`config.mk`:
```
export PLATFORM = sky130hd
export DESIGN_NAME = nab_alu
export DESIGN_NICKNAME = d
export VERILOG_FILES = /design/src/pkg/nab_pkg.sv /design/src/rtl/nab_alu.sv
export SDC_FILE = /design/constraint.sdc
export NUM_CORES = 1
export LEC_CHECK = 0
export BUFFER_PORTS_ARGS = -buffer_cell sky130_fd_sc_hd__buf_2
export CAP_MARGIN = 20
export CELL_PAD_IN_SITES_DETAIL_PLACEMENT = 1
export CELL_PAD_IN_SITES_GLOBAL_PLACEMENT = 1
export CORE_MARGIN = 3
export CORE_UTILIZATION = 42
export CTS_CLUSTER_DIAMETER = 120
export DETAILED_ROUTE_END_ITERATION = 16
export PLACE_DENSITY_LB_ADDON = 0.1
export SKIP_LAST_GASP = 1
export SLEW_MARGIN = 20
export SYNTH_ARGS = -nofsm -noshare
export SYNTH_HDL_FRONTEND = slang
export SYNTH_SLANG_ARGS = --single-unit
```
`constraint.sdc`:
```
create_clock -name core_clk_i -period 4.77 [get_ports core_clk_i]
set_input_delay 0.477 -clock core_clk_i [delete_from_list [all_inputs] [get_ports core_clk_i]]
set_output_delay 0.477 -clock core_clk_i [all_outputs]
set_load 0.005 [all_outputs]
```
`src/pkg/nab_pkg.sv`:
```
// Package for the nibble ALU: register map, flag positions, opcodes and states
package nab_pkg;

  // Register port map
  localparam logic [1:0] NAB_ADDR_STATUS = 2'h0;
  localparam logic [1:0] NAB_ADDR_MODE = 2'h1;

  // Status word bit positions
  localparam int NAB_BIT_IXE = 0;
  localparam int NAB_BIT_ZERO = 1;
  localparam int NAB_BIT_CARRY = 2;
  localparam int NAB_BIT_CMP = 3;
  // Mode register bit position
  localparam int NAB_BIT_DEC = 0;

  // Reset values
  localparam logic [3:0] NAB_STATUS_RST = 4'h0;
  localparam logic NAB_DEC_RST = 1'b0;
  localparam logic [3:0] NAB_NIBBLE_ZERO = 4'h0;

  // Decimal correction constants
  localparam logic [4:0] NAB_DEC_TEN = 5'h0A;
  localparam logic [4:0] NAB_DEC_LIMIT = 5'h14;
  localparam logic [4:0] NAB_DEC_HIGH = 5'h1C;
  localparam logic [4:0] NAB_DEC_HIGH_OFS = 5'h12;
  localparam logic [1:0] NAB_DEC_FOLD = 2'h2;
  localparam logic [1:0] NAB_DEC_TOP = 2'h3;

  // Operand forms
  localparam logic NAB_FORM_REG_MEM = 1'b0;
  localparam logic NAB_FORM_MEM_IMM = 1'b1;

  typedef enum logic [4:0] {
    NAB_OP_ADD,
    NAB_OP_SUM_WITH_CARRY_IN,
    NAB_OP_SUB,
    NAB_OP_DIFFERENCE_WITH_BORROW_IN,
    NAB_OP_AND,
    NAB_OP_OR,
    NAB_OP_XOR,
    NAB_OP_TEST_TRUE,
    NAB_OP_TEST_FALSE,
    NAB_OP_SKIP_EQ,
    NAB_OP_SKIP_NE,
    NAB_OP_SKIP_GE,
    NAB_OP_SKIP_LT,
    NAB_OP_ROTATE_RIGHT_THROUGH_CARRY
  } nab_op_t;

  typedef enum logic {
    NAB_ST_IDLE,
    NAB_ST_EXEC
  } nab_state_t;

endpackage

```
`src/rtl/nab_alu.sv`:
```
// Nibble ALU datapath with binary/decimal arithmetic, flags and skip logic
//
// Behaviour
// - Decimal flag clear: plain binary add/subtract
// - Decimal flag set: correct result before storing
// - Decimal sums 10-19: minus ten, carry set
// - Decimal sums 20-31: carry, fixed out-of-range codes
// - Decimal differences: -10..-1 plus ten, else codes
// - Latch both operands into temporaries first
// - First from register/memory, second from memory/immediate
// - Register-memory and memory-immediate operand forms
// - Rotate uses only the general register operand
// - Write result back to first operand location
// - Bit-test and compare store nothing, may skip
// - Logical ops ignore modes, keep carry, zero
// - Bit tests clear the compare-only flag
// - Index-modify enable steers operand addressing
// - Add, add-carry, subtract, subtract-borrow provided
// - Compare-only flag blocks arithmetic write-back
// - Binary carry on overflow or borrow, low nibble
// - Compare-only clear: zero flag tracks zero result
// - Add-with-carry uses then replaces carry flag
// - Carry and borrow share one flag
// - Compare-only set: zero held on zero, else cleared
// - Rotate: old carry to bit 3, bit 0 to carry
// - Only arithmetic and rotate change carry
// - Only arithmetic changes zero
//
// Strobed register access and the register offsets were chosen for this implementation.
`timescale 1ns/1ps

module nab_alu
  import nab_pkg::*;
(
  input wire logic core_clk_i,
  input wire logic rst_i,
  input wire logic start_i,
  input wire nab_op_t op_i,
  input wire logic form_i,
  input wire logic [3:0] reg_data_i,
  input wire logic [3:0] mem_data_i,
  input wire logic [3:0] imm_i,
  input wire logic [1:0] reg_addr_i,
  input wire logic [3:0] reg_wdata_i,
  input wire logic reg_wr_i,
  input wire logic reg_rd_i,
  output logic [3:0] reg_rdata_o,
  output logic done_o,
  output logic [3:0] result_o,
  output logic wb_en_o,
  output logic wb_to_reg_o,
  output logic skip_o,
  output logic index_mod_o,
  output logic carry_flag_o,
  output logic zero_flag_o
);

  nab_state_t state_q;
  nab_op_t op_q;
  logic form_q;
  logic [3:0] temp_a_q;
  logic [3:0] temp_b_q;
  logic carry_flag_q;
  logic zero_flag_q;
  logic compare_only_flag_q;
  logic index_modify_enable_q;
  logic decimal_mode_q;

  logic exec;
  logic is_add;
  logic is_sub;
  logic is_arith;
  logic is_logic;
  logic is_test;
  logic is_cmp;
  logic is_rot;
  logic cin;
  logic [4:0] sum_ab;
  logic [4:0] raw;
  logic [4:0] cmp_raw;
  logic [3:0] arith_res;
  logic arith_cy;
  logic [3:0] alu_res;
  logic alu_skip;
  logic sw_status_wr;

  assign exec = (state_q == NAB_ST_EXEC);
  assign sw_status_wr = reg_wr_i && (reg_addr_i == NAB_ADDR_STATUS);

  // Operation class decode
  always_comb
  begin
    is_add = (op_q == NAB_OP_ADD) || (op_q == NAB_OP_SUM_WITH_CARRY_IN);
    is_sub = (op_q == NAB_OP_SUB) || (op_q == NAB_OP_DIFFERENCE_WITH_BORROW_IN);
    is_arith = is_add || is_sub;
    is_logic = (op_q == NAB_OP_AND) || (op_q == NAB_OP_OR) || (op_q == NAB_OP_XOR);
    is_test = (op_q == NAB_OP_TEST_TRUE) || (op_q == NAB_OP_TEST_FALSE);
    is_cmp = (op_q == NAB_OP_SKIP_EQ) || (op_q == NAB_OP_SKIP_NE) ||
             (op_q == NAB_OP_SKIP_GE) || (op_q == NAB_OP_SKIP_LT);
    is_rot = (op_q == NAB_OP_ROTATE_RIGHT_THROUGH_CARRY);
  end

  // Carry enters only the carry variants, sampled at execution
  assign cin = ((op_q == NAB_OP_SUM_WITH_CARRY_IN) ||
                (op_q == NAB_OP_DIFFERENCE_WITH_BORROW_IN)) && carry_flag_q;
  assign sum_ab = {1'b0, temp_a_q} + {1'b0, temp_b_q};
  // Five-bit raw value; bit 4 is the carry or the borrow
  assign raw = is_add ? (sum_ab + {4'h0, cin}) :
               ({1'b0, temp_a_q} - {1'b0, temp_b_q} - {4'h0, cin});
  assign cmp_raw = {1'b0, temp_a_q} - {1'b0, temp_b_q};

  // Binary or decimal-corrected arithmetic
  always_comb
  begin
    arith_res = raw[3:0];
    arith_cy = raw[4];
    if (decimal_mode_q)
    begin
      if (is_add)
      begin
        if (raw < NAB_DEC_TEN)
        begin
          arith_cy = 1'b0;
        end
        else if (raw < NAB_DEC_LIMIT)
        begin
          arith_res = 4'(raw - NAB_DEC_TEN);
          arith_cy = 1'b1;
        end
        else if (raw < NAB_DEC_HIGH)
        begin
          arith_res = {NAB_DEC_TOP, raw[1:0] ^ NAB_DEC_FOLD};
          arith_cy = 1'b1;
        end
        else
        begin
          arith_res = 4'(raw - NAB_DEC_HIGH_OFS);
          arith_cy = 1'b1;
        end
      end
      else
      begin
        // Negative side -10..-1 is raw 22..31 in five bits
        if (!raw[4] && (raw < NAB_DEC_TEN))
        begin
          arith_cy = 1'b0;
        end
        else if (raw[4] && (raw[3:0] > 4'h5))
        begin
          arith_res = 4'(raw[3:0] + NAB_DEC_TEN[3:0]);
          arith_cy = 1'b1;
        end
        else
        begin
          arith_res = {NAB_DEC_TOP, raw[1:0] ^ NAB_DEC_FOLD};
          arith_cy = 1'b1;
        end
      end
    end
  end

  // Result and skip selection
  always_comb
  begin
    alu_res = arith_res;
    alu_skip = 1'b0;
    case (op_q)
      NAB_OP_AND: alu_res = temp_a_q & temp_b_q;
      NAB_OP_OR: alu_res = temp_a_q | temp_b_q;
      NAB_OP_XOR: alu_res = temp_a_q ^ temp_b_q;
      NAB_OP_TEST_TRUE: alu_skip = ((temp_a_q & temp_b_q) == temp_b_q);
      NAB_OP_TEST_FALSE: alu_skip = ((temp_a_q & temp_b_q) == NAB_NIBBLE_ZERO);
      NAB_OP_SKIP_EQ: alu_skip = (cmp_raw[3:0] == NAB_NIBBLE_ZERO);
      NAB_OP_SKIP_NE: alu_skip = (cmp_raw[3:0] != NAB_NIBBLE_ZERO);
      NAB_OP_SKIP_GE: alu_skip = !cmp_raw[4];
      NAB_OP_SKIP_LT: alu_skip = cmp_raw[4];
      NAB_OP_ROTATE_RIGHT_THROUGH_CARRY: alu_res = {carry_flag_q, temp_a_q[3:1]};
      default: alu_res = arith_res;
    endcase
  end

  // Sequencer: a request is latched, then executed the next cycle
  always_ff @(posedge core_clk_i)
  begin
    if (rst_i)
    begin
      state_q <= NAB_ST_IDLE;
    end
    else
    begin
      case (state_q)
        NAB_ST_IDLE: state_q <= start_i ? NAB_ST_EXEC : NAB_ST_IDLE;
        NAB_ST_EXEC: state_q <= start_i ? NAB_ST_EXEC : NAB_ST_IDLE;
        default: state_q <= NAB_ST_IDLE;
      endcase
    end
  end

  // Operand temporaries
  always_ff @(posedge core_clk_i)
  begin
    if (rst_i)
    begin
      op_q <= NAB_OP_ADD;
      form_q <= NAB_FORM_REG_MEM;
      temp_a_q <= NAB_NIBBLE_ZERO;
      temp_b_q <= NAB_NIBBLE_ZERO;
    end
    else if (start_i)
    begin
      op_q <= op_i;
      form_q <= (op_i == NAB_OP_ROTATE_RIGHT_THROUGH_CARRY) ? NAB_FORM_REG_MEM : form_i;
      if (op_i == NAB_OP_ROTATE_RIGHT_THROUGH_CARRY)
      begin
        temp_a_q <= reg_data_i;
        temp_b_q <= NAB_NIBBLE_ZERO;
      end
      else if (form_i == NAB_FORM_REG_MEM)
      begin
        temp_a_q <= reg_data_i;
        temp_b_q <= mem_data_i;
      end
      else
      begin
        temp_a_q <= mem_data_i;
        temp_b_q <= imm_i;
      end
    end
  end

  // Status flags; the ALU update wins over a same-cycle software write
  always_ff @(posedge core_clk_i)
  begin
    if (rst_i)
    begin
      carry_flag_q <= NAB_STATUS_RST[NAB_BIT_CARRY];
      zero_flag_q <= NAB_STATUS_RST[NAB_BIT_ZERO];
      compare_only_flag_q <= NAB_STATUS_RST[NAB_BIT_CMP];
      index_modify_enable_q <= NAB_STATUS_RST[NAB_BIT_IXE];
    end
    else
    begin
      if (sw_status_wr)
      begin
        carry_flag_q <= reg_wdata_i[NAB_BIT_CARRY];
        zero_flag_q <= reg_wdata_i[NAB_BIT_ZERO];
        compare_only_flag_q <= reg_wdata_i[NAB_BIT_CMP];
        index_modify_enable_q <= reg_wdata_i[NAB_BIT_IXE];
      end
      if (exec && is_arith)
      begin
        carry_flag_q <= arith_cy;
        if (!compare_only_flag_q)
        begin
          zero_flag_q <= (arith_res == NAB_NIBBLE_ZERO);
        end
        else if (arith_res != NAB_NIBBLE_ZERO)
        begin
          zero_flag_q <= 1'b0;
        end
      end
      if (exec && is_rot)
      begin
        carry_flag_q <= temp_a_q[0];
      end
      if (exec && is_test)
      begin
        compare_only_flag_q <= 1'b0;
      end
    end
  end

  // Decimal mode register
  always_ff @(posedge core_clk_i)
  begin
    if (rst_i)
    begin
      decimal_mode_q <= NAB_DEC_RST;
    end
    else if (reg_wr_i && (reg_addr_i == NAB_ADDR_MODE))
    begin
      decimal_mode_q <= reg_wdata_i[NAB_BIT_DEC];
    end
  end

  // Read port, data one cycle after the strobe
  always_ff @(posedge core_clk_i)
  begin
    if (rst_i)
    begin
      reg_rdata_o <= NAB_NIBBLE_ZERO;
    end
    else if (reg_rd_i)
    begin
      case (reg_addr_i)
        NAB_ADDR_STATUS: reg_rdata_o <= {compare_only_flag_q, carry_flag_q,
                                         zero_flag_q, index_modify_enable_q};
        NAB_ADDR_MODE: reg_rdata_o <= {3'h0, decimal_mode_q};
        default: reg_rdata_o <= NAB_NIBBLE_ZERO;
      endcase
    end
    else
    begin
      reg_rdata_o <= NAB_NIBBLE_ZERO;
    end
  end

  // Execution outputs, one cycle after the execute cycle
  always_ff @(posedge core_clk_i)
  begin
    if (rst_i)
    begin
      done_o <= 1'b0;
      result_o <= NAB_NIBBLE_ZERO;
      wb_en_o <= 1'b0;
      wb_to_reg_o <= 1'b0;
      skip_o <= 1'b0;
      index_mod_o <= 1'b0;
    end
    else
    begin
      done_o <= exec;
      result_o <= exec ? alu_res : NAB_NIBBLE_ZERO;
      // Compare-only suppresses arithmetic store only; logic and rotate always store
      wb_en_o <= exec && ((is_arith && !compare_only_flag_q) || is_logic || is_rot);
      wb_to_reg_o <= exec && (form_q == NAB_FORM_REG_MEM) && !is_test && !is_cmp;
      skip_o <= exec && alu_skip;
      // Sequencer applies the index register when this is high
      index_mod_o <= exec && index_modify_enable_q;
    end
  end

  assign carry_flag_o = carry_flag_q;
  assign zero_flag_o = zero_flag_q;

  // Checks
  a_cmp_blocks_wb: assert property (@(posedge core_clk_i) disable iff (rst_i)
    exec && is_arith && compare_only_flag_q |=> done_o && !wb_en_o)
    else $error("arithmetic stored while compare-only set");

  a_logic_keeps_flags: assert property (@(posedge core_clk_i) disable iff (rst_i)
    exec && is_logic && !sw_status_wr |=> $stable(carry_flag_q) && $stable(zero_flag_q)
      && wb_en_o)
    else $error("logical op changed flags or skipped store");

  a_test_clears_cmp: assert property (@(posedge core_clk_i) disable iff (rst_i)
    exec && is_test |=> !compare_only_flag_q && !wb_en_o)
    else $error("bit test left compare-only set");

  a_rotate_carry: assert property (@(posedge core_clk_i) disable iff (rst_i)
    exec && is_rot |=> carry_flag_q == $past(temp_a_q[0])
      && result_o == {$past(carry_flag_q), $past(temp_a_q[3:1])})
    else $error("rotate through carry wrong");

  a_bin_add_result: assert property (@(posedge core_clk_i) disable iff (rst_i)
    exec && (op_q == NAB_OP_ADD) && !decimal_mode_q |=> {carry_flag_q, result_o}
      == $past(sum_ab))
    else $error("binary add result or carry wrong");

  a_dec_add_low: assert property (@(posedge core_clk_i) disable iff (rst_i)
    exec && (op_q == NAB_OP_ADD) && decimal_mode_q && (sum_ab >= NAB_DEC_TEN)
      && (sum_ab < NAB_DEC_LIMIT) |=> carry_flag_q
      && result_o == 4'($past(sum_ab) - NAB_DEC_TEN))
    else $error("decimal add tens correction wrong");

  a_zero_hold_cmp: assert property (@(posedge core_clk_i) disable iff (rst_i)
    exec && is_arith && compare_only_flag_q && !sw_status_wr |=>
      zero_flag_q == ($past(zero_flag_q) && ($past(arith_res) == NAB_NIBBLE_ZERO)))
    else $error("zero flag chain wrong under compare-only");

  a_compare_no_flags: assert property (@(posedge core_clk_i) disable iff (rst_i)
    exec && is_cmp && !sw_status_wr |=> $stable(carry_flag_q) && $stable(zero_flag_q)
      && !wb_en_o)
    else $error("compare changed flags or stored");

  a_operand_latch: assert property (@(posedge core_clk_i) disable iff (rst_i)
    start_i && (form_i == NAB_FORM_MEM_IMM) && (op_i != NAB_OP_ROTATE_RIGHT_THROUGH_CARRY)
      |=> exec && temp_a_q == $past(mem_data_i) && temp_b_q == $past(imm_i) ##1 done_o)
    else $error("operands not latched or execution late");

  c_dec_overflow: cover property (@(posedge core_clk_i) disable iff (rst_i)
    exec && is_add && decimal_mode_q && (raw >= NAB_DEC_LIMIT));
  c_compare_skip: cover property (@(posedge core_clk_i) disable iff (rst_i)
    exec && is_cmp ##1 skip_o);
  c_cmp_chain: cover property (@(posedge core_clk_i) disable iff (rst_i)
    exec && is_arith && compare_only_flag_q ##1 exec && is_arith && compare_only_flag_q);

endmodule

```
==> summary.md <==
| Metric | Value |
|---|---|
| Outcome | `finished, final reports clean` |
| GPL Wtd Cong | `0.8073` |
| I/O Buffers | `43` |
| Final Hold Viols | `0` |
| Top Ports | `44` |
| Total negative slack | `0 ns` |
| Pin count of the biggest net entering global routing | `21` |
| Clock Pin Slew Worst Setup and Hold Paths | `around 0.070 ns` |
| Slew HR | `about half` |
| Drt first pass iters | `4` |
| Setup violators final | `0` |
| Vias post-DR | `2118` |
| Layout fillers | `about 700` |
| Row cnt | `27` |
| Syn Inst Count | `roughly 280` |
| Core area | `roughly 5600 um2` |
| Avg Vias per Cell | `around 5.5` |
| Setup ws final | `between 0.5 and 0.6 ns` |
| Routed WL | `~6.5 mm` |
| Combinational power share | `roughly 32%` |
| Avg Cell Area, Syn | `approximately 9 um2` |
| Minimum clock period | `approximately 4.2 ns` |
| DP Wirelength | `roughly 5.2 mm` |
| WL/cell | `roughly 17 um` |
| # DRC | `0` |
| Global-route wire length before repair | `between 10 and 15 mm` |
| Int Pwr | `0.0005320 W` |
| Total die area | `about 6800 um2` |
| Area leader, netlist | `dfxtp_1` |
| Tot GR Track Use | `20.43%` |
| Startpoint Class | `flip-flop` |
| H-tree depth | `2` |
| CP max FO | `12` |
| Post_cts resized | `0` |
| Antenna Violating Nets Remaining | `0` |
| Pwr Density | `~290 nW/um2` |
| CP startpoint | `op_q[2]` |
| Leading post-synthesis cells by cell area | `dfxtp_1 27%, ha_1 9.8%, mux2i_1 8.2%, nor2_1 4.5%, inv_1 2.8%` |
| Initial DRC count | `94` |
| Worst hold-check path type | `primary input to flip-flop` |
| Die height | `slightly above 80 um` |
| Crit. End Element | `flip-flop` |
| Clock power frac | `28.9%` |
| Vias in the first global route | `between 2000 and 2500` |
| Number of flops mapped to enable cells by yosys | `0` |
| YS warnings | `0` |
| Post-CTS Setup Bufs | `0` |
| Share of layout cells above drive strength 1 | `22.54%` |
| Seq/Total Area, Yosys | `between 20% and 30%` |
| Starting Density | `~44%` |
| Post-synth top cells | `33 x dfxtp_1, 29 x nor2_1, 20 x mux2i_1` |
| # hold bufs at CTS | `0` |
| Sw Share | `33.35%` |
| TritonCTS clock tree | `built` |
| Area growth from synthesis to layout | `14.33%` |
| FFs w/ async S/R, synth | `0%` |
| CP required | `4.99 ns` |
| Max VDD drop | `0.1401 mV` |
| CTS max path bufs | `2` |
| Clock latency on the worst-skew pair | `around 0.28 ns` |
| Leakage power | `roughly 1.2 nW` |
| Flop pwr share | `about two fifths` |
| Yosys top cell area share | `27.12%` |
| Peak Freq | `238.8 MHz` |
| Final net count | `approximately 370` |
| Worst Path Class, Setup | `flip-flop to flip-flop` |
| Clock Skew | `between 0.004 and 0.005 ns` |
| TritonCTS Buffers | `5` |
| Count of cell types in the netlist | `66` |
| Slew @ Worst Pin | `0.7657 ns` |
| Synth Cell Area | `between 2000 and 2500 um2` |
| N_diodes | `0` |
| Max Cap Viol | `0` |
| Worst EP arrival | `4.41 ns` |
| Most frequent cell after synthesis | `dfxtp_1` |
| Initial antenna violation count | `0` |
| Hold wc startpoint | `op_i[2]` |
| Synth Flop Type | `dfxtp_1` |
| Worst slack at placement | `between 0.6 and 0.7 ns` |
| Fin crit share | `around 88%` |
| Root buf cell | `clkbuf_8` |
| Path depth of the worst reg2reg path | `14` |
| Remaining global-route overflow | `0` |
| Die Wd | `82.16 um` |
| Synthesized Nets | `328` |
| Worst R2R Start | `op_q[2]` |
| Hold Path Depth | `3` |
| RSZ-0062 raised after global routing | `no` |
| P_sw | `0.0002662 W` |
| CTS Sinks | `33` |
| Yosys reg bits | `33` |
| Final Max Slew Viols | `0` |
## layer usage
| metal | part of all wire (%) | routed length (um) | vias to the layer above | global-route usage, % |
|---|---|---|---|---|
| met5 | 0 | 0 | - | 0 |
| met4 | 0.18 | 12 | 0 | 2.824 |
| met3 | 3.9 | 255 | 2 | 3.796 |
| met2 | 49 | 3230 | 48 | 37.64 |
| met1 | 46 | 3028 | 998 | 25.15 |
| li1 | - | - | 1070 | - |
## worst max-delay path, cell delays in order (launching register included)
cell	delay (ns)
dfxtp_1	0.44
nor3_1	0.43
nand3_1	0.20
fa_1	0.45
fa_1	0.47
a21oi_1	0.20
xnor2_1	0.19
inv_1	0.12
ha_1	0.27
o221ai_1	0.21
nand3_1	0.09
a311oi_1	0.26
o211ai_1	0.16
or4_1	0.53
o21ai_1	0.11
## cell families after synthesis
logic type	synth area share (%)
simple gates	21.98
compound gates	18.18
buf+inv	5.701
flops	27.12
mux	12.07
fa+ha+maj	12.22
xor+xnor	2.722
## layout make-up
type,count,area (um2),area share (%)
clock inverter,1,5.005,0.1797
timing repair buffer,44,222.7,7.996
sequential,33,660.6,23.72
clock buffer,7,96.34,3.459
multi-input combinational,211,1637,58.76
inverter,19,73.82,2.650
tap,72,90.09,3.235
## through the flow
stage               std cells  power [W]  hold slack [ns]  area [um2]  util (%)
floorplan                 277  0.0005029           0.4005        2436         -
finish                    387  0.0007982           0.4503        2785     49.97
detailed placement        379  0.0005745           0.4757        2684     48.15
global route              387  0.0008465           0.4640        2785     49.97
CTS                       387  0.0008054           0.4496        2785     49.97
global placement          379  0.0005674           0.4712        2684     48.15
## placed cells by master, fill, tap and decap left out, types with 2 or more instances in the layout
master	netlist	layout
a21oi_1	13	13
o21bai_1	2	2
nor3_1	7	7
xnor2_1	2	2
a311oi_1	2	2
nor2_1	29	29
and2_1	7	7
nand2b_1	5	5
nand3_1	6	6
nand2_1	14	14
a211oi_1	5	5
nand4_1	2	2
o311ai_0	2	2
a31oi_1	2	2
dfxtp_1	33	33
nor3b_1	2	2
nor4_1	2	2
a22o_1	4	4
or3_1	2	2
mux2_2	5	5
o2111ai_1	2	2
nor2b_1	4	4
clkbuf_8	0	7
buf_2	1	43
nand3b_1	4	4
inv_1	18	18
ha_1	19	19
or4_1	3	3
fa_1	3	3
a21o_1	2	2
a222oi_1	2	2
xor2_1	3	3
o21ai_0	8	8
mux2i_1	20	20
## state kept, by name, indices dropped and copies added, names as in the netlist
| register | cells |
|---|---|
| op_q | 5 |
| result_o | 4 |
| compare_only_flag_q | 1 |
| done_o | 1 |
| temp_b_q | 4 |
| wb_en_o | 1 |
| temp_a_q | 4 |
| index_mod_o | 1 |
| zero_flag_o | 1 |
| form_q | 1 |
| carry_flag_o | 1 |
| exec | 1 |
| decimal_mode_q | 1 |
| wb_to_reg_o | 1 |
| reg_rdata_o | 4 |
| index_modify_enable_q | 1 |
| skip_o | 1 |
## power by group through the flow
stage	logic (W)	clock network (W)	registers [W]
after global placement	0.000253	0	0.000315
after floorplan	0.000196	0	0.000307
after detailed placement	0.000259	0	0.000315
final	0.000259	0.000230	0.000309
after CTS	0.000261	0.000235	0.000309
after global routing	0.000290	0.000245	0.000312
## path summary, 6_finish.rpt
| path | end | slack, ns |
|---|---|---|
| hold / removal | op_q[2] | 0.45 |
| setup reg to reg | zero_flag_o | 0.58 |
| setup / recovery | zero_flag_o | 0.58 |
| hold reg to reg | index_mod_o | 0.49 |
Note: power is estimated with default switching activity, not from simulation.
